### src/design/prb_pkg.sv
package prb_pkg;

	// ----------------------------------------------------------------
	// register map
	// ----------------------------------------------------------------
	localparam logic [7:0]  REG_CTRL     = 8'h00;
	localparam logic [7:0]  REG_STATUS   = 8'h04;
	localparam logic [7:0]  REG_IRQ      = 8'h08;
	localparam logic [7:0]  REG_BEC      = 8'h0C;
	localparam logic [9:0]  CTRL_RST     = 10'h000;
	localparam logic [22:0] GEN_SEED     = 23'h7FFFFF;

	// ----------------------------------------------------------------
	// pattern status codes
	// ----------------------------------------------------------------
	localparam logic [2:0]  ST_NONE      = 3'h0;
	localparam logic [2:0]  ST_TRUE      = 3'h1;
	localparam logic [2:0]  ST_INV       = 3'h2;
	localparam logic [2:0]  ST_IDENT     = 3'h6;

	// ----------------------------------------------------------------
	// monitor counts, in received bits
	// ----------------------------------------------------------------
	localparam logic [5:0]  LOCK_RUN     = 6'h20;
	localparam logic [5:0]  WIN_LEN      = 6'h3F;
	localparam logic [5:0]  WIN_ERR_MAX  = 6'h18;
	localparam logic [4:0]  IDENT_11     = 5'h0C;
	localparam logic [4:0]  IDENT_15     = 5'h10;
	localparam logic [4:0]  IDENT_20     = 5'h15;
	localparam logic [4:0]  IDENT_23     = 5'h18;
	localparam logic [15:0] BEC_MAX      = 16'hFFFF;

	typedef enum logic {MS_SEARCH, MS_LOCK} prb_mon_t;

	typedef struct packed {
		logic       t1_mode;
		logic       alarm_sim;
		logic [1:0] pattern_mode;
		logic [1:0] polynomial_select;
		logic       legacy_polynomial_select;
		logic       tx_pattern_invert;
		logic       tx_pattern_enable;
		logic       rx_pattern_monitor_enable;
	} prb_ctrl_t;

	typedef struct packed {
		logic [7:0]  addr;
		logic [31:0] wr_data;
		logic        wr;
		logic        rd;
	} prb_bus_t;

	// feedback bit of the selected sequence; shifting it in gives the next bit
	function automatic logic prb_fb(input logic [22:0] r, input logic [1:0] sel);
		logic b;
		b = 1'b0;
		case (sel)
			2'h0: b = r[10] ^ r[8];
			2'h1: b = r[14] ^ r[13];
			2'h2: b = r[19] ^ r[16];
			default: b = r[22] ^ r[17];
		endcase
		return b;
	endfunction

endpackage

### src/design/prb_core.sv
// Implementation choices: the plain strobed port and the register offsets.
`timescale 1ns/10ps
module prb_core (
	// clock and reset
	input  wire logic              clk,
	input  wire logic              reset,
	// register port
	input  wire prb_pkg::prb_bus_t bus,
	output logic [31:0]            rd_data,
	// transmit bit stream
	input  wire logic              tx_bit_en,
	input  wire logic              tx_data,
	output logic                   tx_line,
	// receive bit stream
	input  wire logic              rx_bit_en,
	input  wire logic              rx_bit,
	// loop code status change events
	input  wire logic              loop_status_event
);

	// ----------------------------------------------------------------
	// state
	// ----------------------------------------------------------------
	typedef struct packed {
		prb_pkg::prb_ctrl_t ctrl;
		logic               mon_en_d;
		logic [22:0]        gen;
		logic               tx_line;
		logic [22:0]        shr;
		logic [22:0]        refr;
		prb_pkg::prb_mon_t  mstate;
		logic               inv;
		logic [5:0]         run;
		logic [4:0]         ident_run;
		logic [5:0]         win_cnt;
		logic [5:0]         win_err;
		logic [2:0]         status;
		logic [1:0]         first_lock;
		logic               irq_e1;
		logic               irq_t1;
		logic [15:0]        bec;
		logic [31:0]        rd_data;
	} prb_core_state_t;

	prb_core_state_t st;
	prb_core_state_t next_st;

	logic [1:0]  eff_sel;
	logic [4:0]  ident_thr;
	logic        ident_now;
	logic        mon_rise;
	logic        gen_bit;
	logic        pred;
	logic        exp_bit;
	logic        bit_err;
	logic        bec_inc;
	logic        change;
	logic [2:0]  next_status;

	assign rd_data = st.rd_data;
	assign tx_line = st.tx_line;

	// ----------------------------------------------------------------
	// next state
	// ----------------------------------------------------------------
	always_comb begin
		next_st = st;
		if (st.ctrl.pattern_mode == 2'h0) begin
			eff_sel = st.ctrl.legacy_polynomial_select ? 2'h2 : 2'h1;
		end else begin
			eff_sel = st.ctrl.polynomial_select;
		end
		case (eff_sel)
			2'h0: ident_thr = prb_pkg::IDENT_11;
			2'h1: ident_thr = prb_pkg::IDENT_15;
			2'h2: ident_thr = prb_pkg::IDENT_20;
			default: ident_thr = prb_pkg::IDENT_23;
		endcase
		// raw received bits, tx invert not involved
		ident_now = st.ident_run >= ident_thr;
		mon_rise  = st.ctrl.rx_pattern_monitor_enable & ~st.mon_en_d;
		next_st.mon_en_d = st.ctrl.rx_pattern_monitor_enable;

		// generator
		// polynomial sequence
		gen_bit = prb_pkg::prb_fb(st.gen, eff_sel);
		if (tx_bit_en) begin
			next_st.gen = {st.gen[21:0], gen_bit};
			if (st.ctrl.tx_pattern_enable) begin
				next_st.tx_line = gen_bit ^ st.ctrl.tx_pattern_invert;
			end else begin
				next_st.tx_line = tx_data;
			end
		end

		// monitor
		pred    = prb_pkg::prb_fb(st.shr, eff_sel);
		exp_bit = prb_pkg::prb_fb(st.refr, eff_sel);
		bit_err = 1'b0;
		if (mon_rise) begin
			next_st.mstate     = prb_pkg::MS_SEARCH;
			next_st.run        = 6'h00;
			next_st.ident_run  = 5'h00;
			next_st.first_lock = 2'h0;
		end else if (st.ctrl.rx_pattern_monitor_enable && rx_bit_en) begin
			next_st.shr = {st.shr[21:0], rx_bit};
			if (rx_bit == st.shr[0]) begin
				if (st.ident_run != 5'h1F) begin
					next_st.ident_run = st.ident_run + 5'h01;
				end
			end else begin
				next_st.ident_run = 5'h01;
			end
			case (st.mstate)
				prb_pkg::MS_SEARCH: begin
					if (ident_now) begin
						next_st.run = 6'h00;
					end else if ((rx_bit ^ pred) == st.inv && st.run != 6'h00) begin
						next_st.run = st.run + 6'h01;
					end else begin
						next_st.inv = rx_bit ^ pred;
						next_st.run = 6'h01;
					end
					// lock on true or inverted form
					if (!ident_now && st.run == prb_pkg::LOCK_RUN - 6'h01
					    && (rx_bit ^ pred) == st.inv) begin
						next_st.mstate  = prb_pkg::MS_LOCK;
						next_st.refr    = st.inv ? ~{st.shr[21:0], rx_bit} : {st.shr[21:0], rx_bit};
						next_st.win_cnt = 6'h00;
						next_st.win_err = 6'h00;
						if (st.first_lock == 2'h0) begin
							next_st.first_lock = st.inv ? 2'h2 : 2'h1;
						end
					end
				end
				prb_pkg::MS_LOCK: begin
					next_st.refr = {st.refr[21:0], exp_bit};
					bit_err      = rx_bit ^ st.inv ^ exp_bit;
					if (st.win_cnt == prb_pkg::WIN_LEN) begin
						next_st.win_cnt = 6'h00;
						next_st.win_err = {5'h00, bit_err};
					end else begin
						next_st.win_cnt = st.win_cnt + 6'h01;
						next_st.win_err = st.win_err + {5'h00, bit_err};
					end
					if (ident_now || next_st.win_err >= prb_pkg::WIN_ERR_MAX) begin
						next_st.mstate = prb_pkg::MS_SEARCH;
						next_st.run    = 6'h00;
					end
				end
				default: begin
					next_st.mstate = prb_pkg::MS_SEARCH;
				end
			endcase
		end

		if (!st.ctrl.rx_pattern_monitor_enable || st.ctrl.alarm_sim) begin
			next_status = prb_pkg::ST_NONE;
		end else if (ident_now) begin
			next_status = prb_pkg::ST_IDENT;
		end else if (st.mstate == prb_pkg::MS_LOCK) begin
			next_status = st.inv ? prb_pkg::ST_INV : prb_pkg::ST_TRUE;
		end else begin
			next_status = prb_pkg::ST_NONE;
		end
		next_st.status = next_status;

		if (st.ctrl.rx_pattern_monitor_enable) begin
			change = (next_status != st.status) || (st.status[2:1] == 2'h3);
		end else begin
			change = loop_status_event;
		end

		bec_inc = bit_err && st.bec != prb_pkg::BEC_MAX;

		// register port; hardware set wins over read clear
		next_st.rd_data = 32'h00000000;
		if (bus.wr && bus.addr == prb_pkg::REG_CTRL) begin
			next_st.ctrl = prb_pkg::prb_ctrl_t'(bus.wr_data[9:0]);
		end
		if (bus.rd) begin
			case (bus.addr)
				prb_pkg::REG_CTRL:   next_st.rd_data = {22'h000000, st.ctrl};
				prb_pkg::REG_STATUS: next_st.rd_data = {27'h0000000, st.first_lock, st.status};
				prb_pkg::REG_IRQ:    next_st.rd_data = {30'h00000000, st.irq_t1, st.irq_e1};
				prb_pkg::REG_BEC:    next_st.rd_data = {16'h0000, st.bec};
				default:             next_st.rd_data = 32'h00000000;
			endcase
		end
		if (bus.rd && bus.addr == prb_pkg::REG_IRQ) begin
			next_st.irq_e1 = 1'b0;
			next_st.irq_t1 = 1'b0;
		end
		if (change) begin
			if (st.ctrl.t1_mode) begin
				next_st.irq_t1 = 1'b1;
			end else begin
				next_st.irq_e1 = 1'b1;
			end
		end
		// clear on read or new enable
		if (mon_rise || (bus.rd && bus.addr == prb_pkg::REG_BEC)) begin
			next_st.bec = {15'h0000, bec_inc};
		end else if (bec_inc) begin
			next_st.bec = st.bec + 16'h0001;
		end
	end

	always_ff @(posedge clk or posedge reset) begin
		if (reset) begin
			st      <= '0;
			st.ctrl <= prb_pkg::CTRL_RST;
			st.gen  <= prb_pkg::GEN_SEED;
		end else begin
			st <= next_st;
		end
	end

	// ----------------------------------------------------------------
	// checks
	// ----------------------------------------------------------------
	a_tx_normal_data: assert property (
		@(posedge clk) disable iff (reset)
		(tx_bit_en && !st.ctrl.tx_pattern_enable) |=> tx_line == $past(tx_data))
		else $error("normal data not passed while pattern off");

	a_tx_invert_sel: assert property (
		@(posedge clk) disable iff (reset)
		(tx_bit_en && st.ctrl.tx_pattern_enable)
		|=> tx_line == ($past(gen_bit) ^ $past(st.ctrl.tx_pattern_invert)))
		else $error("transmitted pattern bit wrong");

	a_legacy_poly_sel: assert property (
		@(posedge clk) disable iff (reset)
		(st.ctrl.pattern_mode == 2'h0) |-> (eff_sel == {st.ctrl.legacy_polynomial_select, ~st.ctrl.legacy_polynomial_select}))
		else $error("legacy polynomial choice wrong");

	a_sim_no_pattern: assert property (
		@(posedge clk) disable iff (reset)
		st.ctrl.alarm_sim |=> st.status == prb_pkg::ST_NONE)
		else $error("pattern reported during alarm simulation");

	a_bec_increment: assert property (
		@(posedge clk) disable iff (reset)
		(bit_err && !mon_rise && !bus.rd && st.bec != prb_pkg::BEC_MAX) |=> st.bec == $past(st.bec) + 16'h0001)
		else $error("bit error not counted");

	a_bec_saturate: assert property (
		@(posedge clk) disable iff (reset)
		(st.bec == prb_pkg::BEC_MAX && !mon_rise && !bus.rd) |=> st.bec == prb_pkg::BEC_MAX)
		else $error("error counter wrapped");

	a_ident_irq_repeat: assert property (
		@(posedge clk) disable iff (reset)
		(st.ctrl.rx_pattern_monitor_enable && st.status == prb_pkg::ST_IDENT && !st.ctrl.t1_mode)
		[*2] |=> st.irq_e1)
		else $error("all-zero/ones irq not held set");

	a_status_change_irq: assert property (
		@(posedge clk) disable iff (reset)
		(st.ctrl.rx_pattern_monitor_enable && $changed(st.status) && st.ctrl.t1_mode
		 && $past(st.ctrl.t1_mode) && $past(st.ctrl.rx_pattern_monitor_enable)) |-> st.irq_t1)
		else $error("status change did not set irq");

	a_ident_thresh: assert property (
		@(posedge clk) disable iff (reset)
		(st.ctrl.rx_pattern_monitor_enable && !st.ctrl.alarm_sim && st.ident_run < ident_thr)
		##1 (st.ctrl.rx_pattern_monitor_enable && !st.ctrl.alarm_sim && !mon_rise)
		|-> ##1 (st.status != prb_pkg::ST_IDENT || $past(st.ident_run) >= $past(ident_thr)))
		else $error("all-zero/ones declared too early");

endmodule

### config.mk
export PLATFORM = sky130hd
export DESIGN_NAME = prb_core
export DESIGN_NICKNAME = d
export VERILOG_FILES = /design/src/design/prb_pkg.sv /design/src/design/prb_core.sv
export SDC_FILE = /design/constraint.sdc
export NUM_CORES = 1
export LEC_CHECK = 0
export BUFFER_PORTS_ARGS = -buffer_cell sky130_fd_sc_hd__clkbuf_2
export CORE_MARGIN = 2
export CORE_UTILIZATION = 34
export CTS_BUF_LIST = sky130_fd_sc_hd__clkbuf_8
export DETAILED_ROUTE_END_ITERATION = 10
export PLACE_DENSITY = 0.56
export SLEW_MARGIN = 20
export SYNTH_ARGS = -nofsm -noshare
export SYNTH_HDL_FRONTEND = slang
export SYNTH_SLANG_ARGS = --single-unit
### constraint.sdc
create_clock -name clk -period 5.2 [get_ports clk]
set_input_delay 0.52 -clock clk [delete_from_list [all_inputs] [get_ports clk]]
set_output_delay 0.52 -clock clk [all_outputs]
set_load 0.02 [all_outputs]
# ---- Yosys cells after proc, flatten, opt, wreduce, memory -nomap -nowiden
# Cells that the tools add are included.
dict set report totals {
  regBits 161
  in_bits 49
}
dict set report op_classes {
  addsub 5
  n_lt_le_gt_ge 2
  n_eq_ne 17
  mux 51
  bitwise 23
  n_reduce_logical 29
}
# op count
set op_table {}
lappend op_table {{16-bit one-hot mux with 4 select lines} 1}
lappend op_table {{12-bit two-way mux} 5}
lappend op_table {{16-bit two-way mux} 3}
lappend op_table {{24-bit one-hot mux with 2 select lines} 1}
lappend op_table {{25-bit two-way mux} 1}
lappend op_table {{2-bit two-way mux} 12}
lappend op_table {{24-bit two-way mux} 1}
lappend op_table {{12-bit one-hot mux with 2 select lines} 1}
lappend op_table {{23-bit two-way mux} 1}
lappend op_table {{23-bit NOT} 1}
lappend op_table {{6-bit two-way mux} 3}
lappend op_table {{16-bit by 1-bit adder with 16-bit output, second input constant} 1}
lappend op_table {{8-bit by 4-bit == test with 1-bit output, second input constant} 2}
lappend op_table {{16-bit inequality test, second input constant} 1}
lappend op_table {{1-bit bitwise XOR} 16}
lappend op_table {{5-bit one-hot mux with 3 select lines} 1}
lappend op_table {{6-bit by 1-bit adder with 6-bit output, second input constant} 2}
lappend op_table {{1-bit two-way mux} 12}
lappend op_table {{6-bit one-hot mux with 2 select lines} 1}
lappend op_table {{11-bit two-way mux} 1}
lappend op_table {{5-bit two-way mux} 2}
lappend op_table {{1-bit one-hot mux with 3 select lines} 3}
lappend op_table {{8-bit by 3-bit == test with 1-bit output, second input constant} 1}
lappend op_table {{1-bit logical AND} 8}
lappend op_table {{28 further kinds} 46}

# ---- Longest topological paths before layout
# Gate-level depths: netlist (run 1).
dict set report logic_depth {
  word_depth 16
  depth_mapped 17
}

# ---- Least setup slack after synthesis (run 1)
# OpenSTA, ideal clock, no wires.
dict set report synth_timing {
  path_type {reg2reg}
  start {reg st[158] (netlist bit)}
  end {reg st[74] (netlist bit)}
  setup_time_ns 0.143
  arrival_ns 3.330
  required_ns 5.057
  path_slack_ns 1.727
  path_stages_with_launch 17
  n_path_buf 1
  synth_period_minus_slack_ns 3.473
  cell_sequence {dfrtp_1 > nor2_1 > mux2_2 > ha_1 > clkbuf_1 > inv_1 > nor3_1 > a311o_1 > or2_2 > ha_1 > ha_1 > inv_1 > a31oi_1 > a21boi_0 > o21ai_0 > a41oi_1 > o221ai_1}
}
dict set report synth_via {
  elab_chain_cells 14
  word_cells_on_any_way 27
}
# element line_no
set synth_lines {}
lappend synth_lines {{start: declaration} prb_core.sv:45} ;# prb_core_state_t st;
lappend synth_lines {{start signal: assignment} prb_core.sv:215} ;# st <= next_st;
lappend synth_lines {{2-bit zero test *} prb_core.sv:68} ;# if (st.ctrl.pattern_mode == 2'h0) begin
lappend synth_lines {{2-bit two-way mux *} prb_core.sv:68}
lappend synth_lines {{2-bit == test, or another cell as far along} {prb_pkg.sv:57, prb_core.sv:73}}
lappend synth_lines {{1-bit one-hot mux with 3 select lines} prb_pkg.sv:57} ;# case (sel)
lappend synth_lines {{1-bit bitwise XOR} prb_core.sv:138} ;# bit_err = rx_bit ^ st.inv ^ exp_bit;
lappend synth_lines {{6-bit by 1-bit adder with 6-bit output} prb_core.sv:144} ;# next_st.win_err = st.win_err + {5'h00, bit_err};
lappend synth_lines {{12-bit two-way mux} prb_core.sv:139} ;# if (st.win_cnt == prb_pkg::WIN_LEN) begin
lappend synth_lines {{12-bit two-way mux} prb_core.sv:114} ;# case (st.mstate)
lappend synth_lines {{12-bit two-way mux} prb_core.sv:105} ;# end else if (st.ctrl.rx_pattern_monitor_enable && rx_bit_en) begin
lappend synth_lines {{12-bit two-way mux} prb_core.sv:100} ;# if (mon_rise) begin
lappend synth_lines {{6-bit by 5-bit >= comparator with 1-bit output} prb_core.sv:146} ;# if (ident_now || next_st.win_err >= prb_pkg::WIN_ERR_MAX) begin
lappend synth_lines {{1-bit logical OR} prb_core.sv:146}
lappend synth_lines {{3-bit by 1-bit inequality test with 1-bit output (no line)} --}
lappend synth_lines {{2-bit AND reduction (no line)} --}
# Mark *: on every way between the ends. The rest lies on a longest branch, timed or not. The select of a mux whose other input is x is not followed.
# A chain may end at the register's enable or synchronous reset.

# ---- Final worst setup path (run 1)
# Same ends and word-level chain as after synthesis.

==> flow_summary.toml, run 1 <==
[status]
outcome = "finished, final reports clean"

[cells_and_area]
fill_cells = 2120
syn_to_final_growth_pct = 9.83
nets = 812
ff_latch_area_um2 = 3660
final_core_util_pct = 37.7
diodes = 0
multi_input_area_um2 = 3310
finalNonFillerCells = 1038
drive_gt1_share_pct = 20.3

[clocking]
htreeDepth = 4
clock_tree.buffer_depth = 2
clockRootBuffer = "clkbuf_8"
clk_pin_slew_ps = 90
cts_tree = "built"
clock_latency_ps = 470
post_cts_buffers = 0
post_cts_resized = 0
cts_made_buffers = 17
cts_sinks = 145
cts_hold_buf = 0

[placed_design]
place_hpwl_um = 10100
place.gp.congestion = 0.716
portBuffers = 43
dp.cells = 1006

[worst_setup_path]
critPathRequiredTime_ps = 5520
worst_r2r_path_depth = 15
worstReg2RegStart = "st[158]"
start_kind = "flip-flop"
r2r_setup_slack_ps = 1230
cp_max_fo = 6
crit_type = "flip-flop to flip-flop"
critPathArrivalTime_ps = 4290
cp-end-kind = "flip-flop"
cp-startpoint = "st[158]"

[floorplan]
rows = 54
die_w_um = 152
ios = 82
die_y_um = 152
start_util_pct = 34.3
coreArea_um2 = 21700
dieArea_um2 = 23100

[pwr]
power.switching_uw = 638
comb_power_share_pct = 9.0
p_seq_share_pct = 50.1
intPower_mw = 1.81
power.total_mw = 2.44
clkPwrFrac_pct = 40.9
switching_share_pct = 26.1
power.leakage_nw = 3.80
ir_drop_uv = 115
power_density_nw_per_um2 = 299

[grt]
grt_pass1_vias = 5151
grt-busiest-layer = "met2"
use_met1_pct = 19.0
antenna_found_initial = 0
use_met2_pct = 21.7
grt_max_degree = 62
grt.overflow.total = 0
grt_use_met3_pct = 3.48
grt_first_pass_wirelength_um = 26400
track_usage_pct = 13.9

[drt]
vias_per_cell = 5.02
finalWirelength_um = 15200
wire_per_inst_um = 14.7
ant_nets = 0
drtIter0Drc = 371
drc = 0
via_count = 5210
first_pass_iters = 6

[synthesis]
ys.flop_type = "dfrtp_1"
synth_area_per_cell_um2 = 10.3
yosysWarnings = 0
yosys-top-cells-area = "dfrtp_1 41%, dfstp_2 8.1%, mux2_2 5.6%, nand2_1 5.0%, xnor2_1 3.8%"
synthArstFlopShare_pct = 100
ys_ff_latch = 145
syn-instance-count = 726
synth.yosys.seq_area_share_pct = 49.1
synth-edff-count = 0
synth_most_common_cell = "dfrtp_1"
synth.cell_area_um2 = 7450
netlist.area_leader.share_pct = 41.0
synth.distinct_cells = 63
yosys-top-cells-count = "122 x dfrtp_1, 99 x nand2_1, 37 x inv_1, 37 x mux2_2"
synth_area_leader_cell = "dfrtp_1"

[timing]
setup_viol_count_final = 0
finalMaxSlewViolations = 0
relSlewSlack_pct = 30.6
finalCriticalPeriod_ps = 3970
period_share_pct = 76.4
worst_pin_slew_ps = 1040
fmax_mhz = 252
rsz0062_at_grt = "no"
setup_tns_ps = 0
hold_violations = 0
fin_skew_ps = 20.3

[worst_hold_path]
hp-class = "primary input to async pin"

[flow_run]
maxCapViolCount = 0
state kept, by name, summed over array words and instances, names as in the netlist:
signal   count
next_st      1
rd_data     16
st         127
tx_line      1
cells by family (layout without fill, tap and decap cells):
family / after synthesis / after routing / share of synthesized area, %
AO/OA/AOI/OAI: 134 / 134 / 12.9
XOR/XNOR: 44 / 44 / 5.27
adder cells (fa/ha/maj): 18 / 18 / 3.02
buffers and inverters: 104 / 121 / 7.31
flip-flops: 145 / 145 / 49.1
multiplexers: 46 / 46 / 7.16
other: 1 / 16 / 0.0503
AND/OR/NAND/NOR: 234 / 234 / 15.2
metal layers:
layer	wire, µm	up-vias
met2	7190	114
li1	-	2557
met4	182	0
met3	545	17
met5	0	-
met1	7320	2522
worst paths after layout:
kind / to
setup / recovery: st[74]
hold / removal: st[157]
setup reg to reg: st[74]
hold reg to reg: st[125]
max in group asynchronous: st[110]
min in group clk: st[160]
cell type report:
class	instances	area share, %
Sequential cell	145	44.7
Multi-Input combinational cell	492	40.4
Tap cell	280	4.28
Timing Repair Buffer	52	3.46
Clock buffer	17	2.86
Clock inverter	15	2.51
Inverter	37	1.76
through the flow:
stage / setup slack (ps) / instance area, µm² / hold slack (ps)
2_1_floorplan: 823 / 7500 / 365
3_3_place_gp: 1220 / 7740 / 483
3_5_place_dp: 1210 / 7740 / 489
4_1_cts: 1200 / 8180 / 10.6
5_1_grt: 826 / 8180 / 15.5
6_report: 1230 / 8180 / 21.6
critical path: stages (launching register included):
cell      delay [ps]
dfrtp_1          430
o21ai_0          180
o31a_1           280
inv_1            120
ha_1             250
a22oi_1          260
mux2_2           390
or2_2            340
ha_1             190
ha_1             240
inv_1             70
a31oi_1           70
a21boi_0         170
o21ai_0          140
a41oi_1          550
o221ai_1         180
cells in the final DEF, fill, tap and decap left out, types with 11 or more instances in the layout:
cell type  instances
and2_1            12
ha_1              18
a222oi_1          22
dfrtp_1          122
and3_1            13
o21ai_0           21
inv_1             37
clkbuf_2          43
a21oi_1           27
mux2_2            37
clkbuf_8          17
dfstp_2           23
nor2_1            31
conb_1            16
xor2_1            11
nand2_1           99
nand3_1           21
xnor2_1           32
power by group through the flow:
stage	clock, mW	sequential, mW	combinational, mW
floorplan	0	1.24	0.184
global placement	0	1.24	0.221
detailed placement	0	1.25	0.223
CTS	1.03	1.22	0.225
global route	1.09	1.23	0.252
finish	1.00	1.22	0.221
Power figures use the tool's default switching activity.
==> run 2, diff against run 1 <==
Clock period 5.2 ns to 3.66 ns, I/O delays scaled along.
==> run 2 against run 1 <==
The flow now finishes with violations (hold timing). Sequential share of layout area shrank 0.66 points. Via count grew 1.1%. Register-to-register slack worse by 1000 ps. Routed wire length up 1.0%. Critical endpoint unchanged. Die area is the same. Power up 36%. Worst hold slack worse by 25 ps.
==> flow_summary.toml, run 2 (synthesis results as in run 1) <==
[worst_setup_path]
worstReg2RegStart = "st[158]"
critPathMostFrequentCell = "ha_1"
crit_type = "flip-flop to flip-flop"
start_kind = "flip-flop"
critPathArrivalTime_ps = 3770
cp-end-kind = "flip-flop"
cp_max_fo = 6
cp-startpoint = "st[158]"
crit_path_max_incr_delay_ps = 420
cp_slowest_cell = "dfrtp_1"
crit_chain = "nor2_1 > mux2_2 > ha_1 > a22oi_2 > mux2_4 > or2_2 > ha_1 > ha_1 > inv_1 > a31oi_1 > a21boi_1 > o21ai_2 > a41oi_2 > buf_6 > o221ai_1"
critPathRequiredTime_ps = 3980

[floorplan]
dieArea_um2 = 23100
rows = 54
die_y_um = 152
coreArea_um2 = 21700
start_util_pct = 34.3
die_w_um = 152
ios = 82

[drt]
via_count = 5267
drc = 0
wire_per_inst_um = 14.6
drtIter0Drc = 311
vias_per_cell = 5.01
first_pass_iters = 5
ant_nets = 0
finalWirelength_um = 15400

[pwr]
power.leakage_nw = 3.87
power_density_nw_per_um2 = 401
ir_drop_uv = 202

[placed_design]
portBuffers = 43
place_ws_ps = 19.8
place_hpwl_um = 10300
place.gp.congestion = 0.771
dpl_cell_area_um2 = 7870

[status]
violations = "hold timing"
outcome = "complete, but fails checks"

[cells_and_area]
syn_to_final_growth_pct = 11.5
final_common_cell = "dfrtp_1"
nets = 826
largest_register_ffs = 127
top_register = "st"
diodes = 0
fill_cells = 2147
stdcell_area_um2 = 8300
drive_gt1_share_pct = 22.5
final_cell_mix = "122 x dfrtp_1, 99 x nand2_1, 43 x clkbuf_2, 36 x inv_1, 36 x mux2_2"

[clocking]
clock_latency_ps = 460
cts_made_buffers = 17
clk_pin_slew_ps = 100
cts_sinks = 145
post_cts_buffers = 0
cts_hold_buf = 0
cts_tree = "built"
clock_tree.buffer_depth = 2
htreeDepth = 4
clockRootBuffer = "clkbuf_8"

[timing]
fmax_mhz = 290
worst_slack_ps = 207
fin_skew_ps = 18.2
worst_pin_slew_ps = 734
relSlewSlack_pct = 51.0
finalCriticalPeriod_ps = 3450
rsz0062_at_grt = "no"
setup_viol_count_final = 0
hold_violations = 1
finalMaxSlewViolations = 0
period_share_pct = 94.3
setup_tns_ps = 0
timing.hold.ws_ps = -3.08

[grt]
track_usage_pct = 13.9
antenna_found_initial = 0
grt_pass1_vias = 5190
grt_max_degree = 61
grt.overflow.total = 0
grt_first_pass_wirelength_um = 26600

[flow_run]
maxCapViolCount = 0

[worst_hold_path]
hp-class = "primary input to async pin"
## run 2: layout make-up
type	instances	area (µm²)	area share, %
Sequential cell	145	3660	44.0
Multi-Input combinational cell	492	3360	40.4
Timing Repair Buffer	66	417	5.02
Tap cell	280	350	4.22
Clock buffer	17	234	2.82
Clock inverter	15	146	1.76
Inverter	37	143	1.72
## run 2: final timing paths
check / end / slack (ps) / cells after the start
setup / recovery: st[74] / 210 / 15
hold / removal: rd_data[11] / -3 / 2
setup reg to reg: st[74] / 210 / 15
hold reg to reg: st[80] / 500 / 1
max in group asynchronous: st[145] / 2870 / 3
min in group clk: st[156] / 140 / 2
## run 2: routing by layer
| metal | vias up | track usage [%] | wire length (µm) |
|---|---|---|---|
| met5 | - | 0 | 0 |
| met4 | 0 | 3.96 | 195 |
| met3 | 13 | 3.28 | 557 |
| met2 | 105 | 21.3 | 7000 |
| met1 | 2566 | 19.8 | 7640 |
| li1 | 2583 | - | - |
## run 2: what timing repair did
action	4_1_cts	5_1_grt
pin swaps	0	4
resized for setup	1	12
setup endpoints to repair	2	21
gates cloned	0	0
## run 2: worst max-delay path: cells and delay by family, from the launching register on
family | cells | cell delay (ps)
muxes | 2 | 740
adders and majority gates | 3 | 620
and+or+nand+nor | 2 | 450
AOI/OAI and AO/OA | 6 | 870
DFF | 1 | 420
buffers and inverters | 2 | 210
## run 2: through the flow
step / utilization [%] / power [mW] / std cells
after global routing: 38.3 / 3.48 / 1052
after detailed placement: 36.3 / 2.11 / 1020
final: 38.3 / 3.33 / 1052
after floorplan: - / 2.02 / 741
after global placement: 36.3 / 2.10 / 1020
after CTS: 38.1 / 3.37 / 1052
## run 2: where the power goes
group	switching [mW]	internal (mW)	total (mW)
Clock	0.691	0.559	1.25
Sequential	0.0531	1.69	1.74
Combinational	0.196	0.143	0.339
Total	0.940	2.39	3.33
==> run 3, diff against run 2 <==
Settings changed: MAX_ROUTING_LAYER set to met4, PLACE_DENSITY 0.56 to 0.49.
==> run 3 against run 2 <==
First-iteration DRC count decreased by 0.32%. Clock power is 7% higher. Combinational power up 2%. Global-route usage rose by 0.89 points. The flow now finishes without violations. Non-clock buffer count grew 4. Sequential cell count stayed put. Final cell count rose by 0.38%. Die area is the same. Largest power group unchanged. Routed wire length rose by 5.3%. Worst setup slack got worse by 18 ps.
==> flow_summary.toml, run 3 (synthesis results as in run 1) <==
[status]
outcome = "finished, final reports clean"

[pwr]
power.switching_mw = 1.01
power.leakage_nw = 3.90
clkPwrFrac_pct = 39.2
ir_drop_uv = 288
p_seq_share_pct = 50.8
switching_share_pct = 29.4
intPower_mw = 2.42
power_density_nw_per_um2 = 411
comb_power_share_pct = 10.1

[drt]
finalWirelength_um = 16200
drtIter0Drc = 310
first_pass_iters = 6
drc = 0
wire_per_inst_um = 15.4
ant_nets = 0
via_count = 5380
vias_per_cell = 5.09

[cells_and_area]
drive_gt1_share_pct = 22.9
ff_latch_area_um2 = 3660
syn_to_final_growth_pct = 12.1
top_register = "st"
final_cell_mix = "122 x dfrtp_1, 99 x nand2_1, 43 x clkbuf_2, 36 x inv_1, 36 x mux2_2"
final_common_cell = "dfrtp_1"
diodes = 0
nets = 830
fill_cells = 2139
largest_register_ffs = 127
stdcell_area_um2 = 8350
multi_input_area_um2 = 3340

[clocking]
clockRootBuffer = "clkbuf_8"
cts_made_buffers = 17
htreeDepth = 4
clock_tree.buffer_depth = 2
clk_pin_slew_ps = 100
cts_tree = "built"
clock_latency_ps = 470
cts_sinks = 145
cts_hold_buf = 0

[grt]
track_usage_pct = 14.8
grt_first_pass_wirelength_um = 27200
grt_pass1_vias = 5346
grt.overflow.total = 0
grt_max_degree = 146
antenna_found_initial = 0

[worst_setup_path]
start_kind = "flip-flop"
crit_type = "flip-flop to flip-flop"
cp-end-kind = "flip-flop"
critPathMostFrequentCell = "ha_1"
critPathArrivalTime_ps = 3850
cp_max_fo = 6
critPathRequiredTime_ps = 4040
crit_chain = "o21ai_0 > o31a_1 > inv_1 > ha_1 > a22oi_2 > mux2_2 > or2_2 > ha_1 > and3_1 > a21o_1 > o21ai_2 > a41oi_2 > buf_4 > o221ai_1"
cp_slowest_cell = "dfrtp_1"
crit_path_max_incr_delay_ps = 430

[timing]
relSlewSlack_pct = 46.8
fin_skew_ps = 19.0
worst_pin_slew_ps = 798
finalMaxSlewViolations = 0
hold_violations = 0
finalCriticalPeriod_ps = 3470
setup_viol_count_final = 0
rsz0062_at_grt = "no"
timing.hold.ws_ps = 97.1
setup_tns_ps = 0
worst_slack_ps = 189
period_share_pct = 94.8
fmax_mhz = 288

[floorplan]
start_util_pct = 34.3
coreArea_um2 = 21700
rows = 54
die_w_um = 152
die_y_um = 152
ios = 82
dieArea_um2 = 23100

[placed_design]
place_hpwl_um = 11000
place_ws_ps = 42.5
place.gp.congestion = 0.836
dpl_cell_area_um2 = 7890
portBuffers = 43

[flow_run]
maxCapViolCount = 0

[worst_hold_path]
hp-class = "primary input to async pin"
==> run 3: worst paths after layout <==
path                       slack, ps           to  depth (start not counted)     from
min                              100  rd_data[14]                          3    reset
min reg2reg                      500       st[80]                          1   st[80]
max                              190       st[75]                         14  st[158]
max in group asynchronous       2970       st[96]                          3    reset
max reg2reg                      190       st[75]                         14  st[158]
min in group clk                 130      st[152]                          2   bus[3]
==> run 3: layer usage <==
metal,global-route usage [%],vias to the layer above,routed length (µm)
met4,4.76,0,233
met2,23.1,104,7790
met3,3.34,19,522
li1,-,2594,-
met1,19.3,2663,7670
met5,-,-,0
==> run 3: repair_timing <==
action,4_1_cts,5_1_grt
resized for setup,0,9
hold endpoints to repair,0,0
setup buffers,0,1
endpoints found under the setup margin,0,14
==> run 3: cell type report <==
class / count / area share (%)
well taps: 280 / 4.20
repair buffers: 70 / 5.30
inverters: 37 / 1.71
flip-flops and latches: 145 / 43.8
multi-input cells: 492 / 40.0
clock buffers: 17 / 2.80
clock inverters: 15 / 2.20
==> run 3: through the flow <==
| step | power (mW) | utilization (%) | cells |
|---|---|---|---|
| 5_1_grt | 3.60 | 38.5 | 1056 |
| 2_1_floorplan | 2.02 | - | 741 |
| 4_1_cts | 3.48 | 38.3 | 1055 |
| 3_3_place_gp | 2.10 | 36.4 | 1023 |
| 6_report | 3.43 | 38.5 | 1056 |
| 3_5_place_dp | 2.12 | 36.4 | 1023 |
==> run 3: worst max-delay path, delay by kind of cell, from the launching register on <==
kind                     cells  cell delay, ps
multiplexers                 1             370
adder cells (fa/ha/maj)      2             440
AND/OR/NAND/NOR              2             570
buffers and inverters        2             290
flip-flops                   1             430
AO/OA/AOI/OAI                7            1270
==> run 3: power groups by stage <==
stage / clock network, mW / registers [mW] / logic (mW)
3_3_place_gp: 0 / 1.77 / 0.330
6_report: 1.34 / 1.74 / 0.345
2_1_floorplan: 0 / 1.76 / 0.261
4_1_cts: 1.39 / 1.74 / 0.347
5_1_grt: 1.46 / 1.75 / 0.386
3_5_place_dp: 0 / 1.77 / 0.346
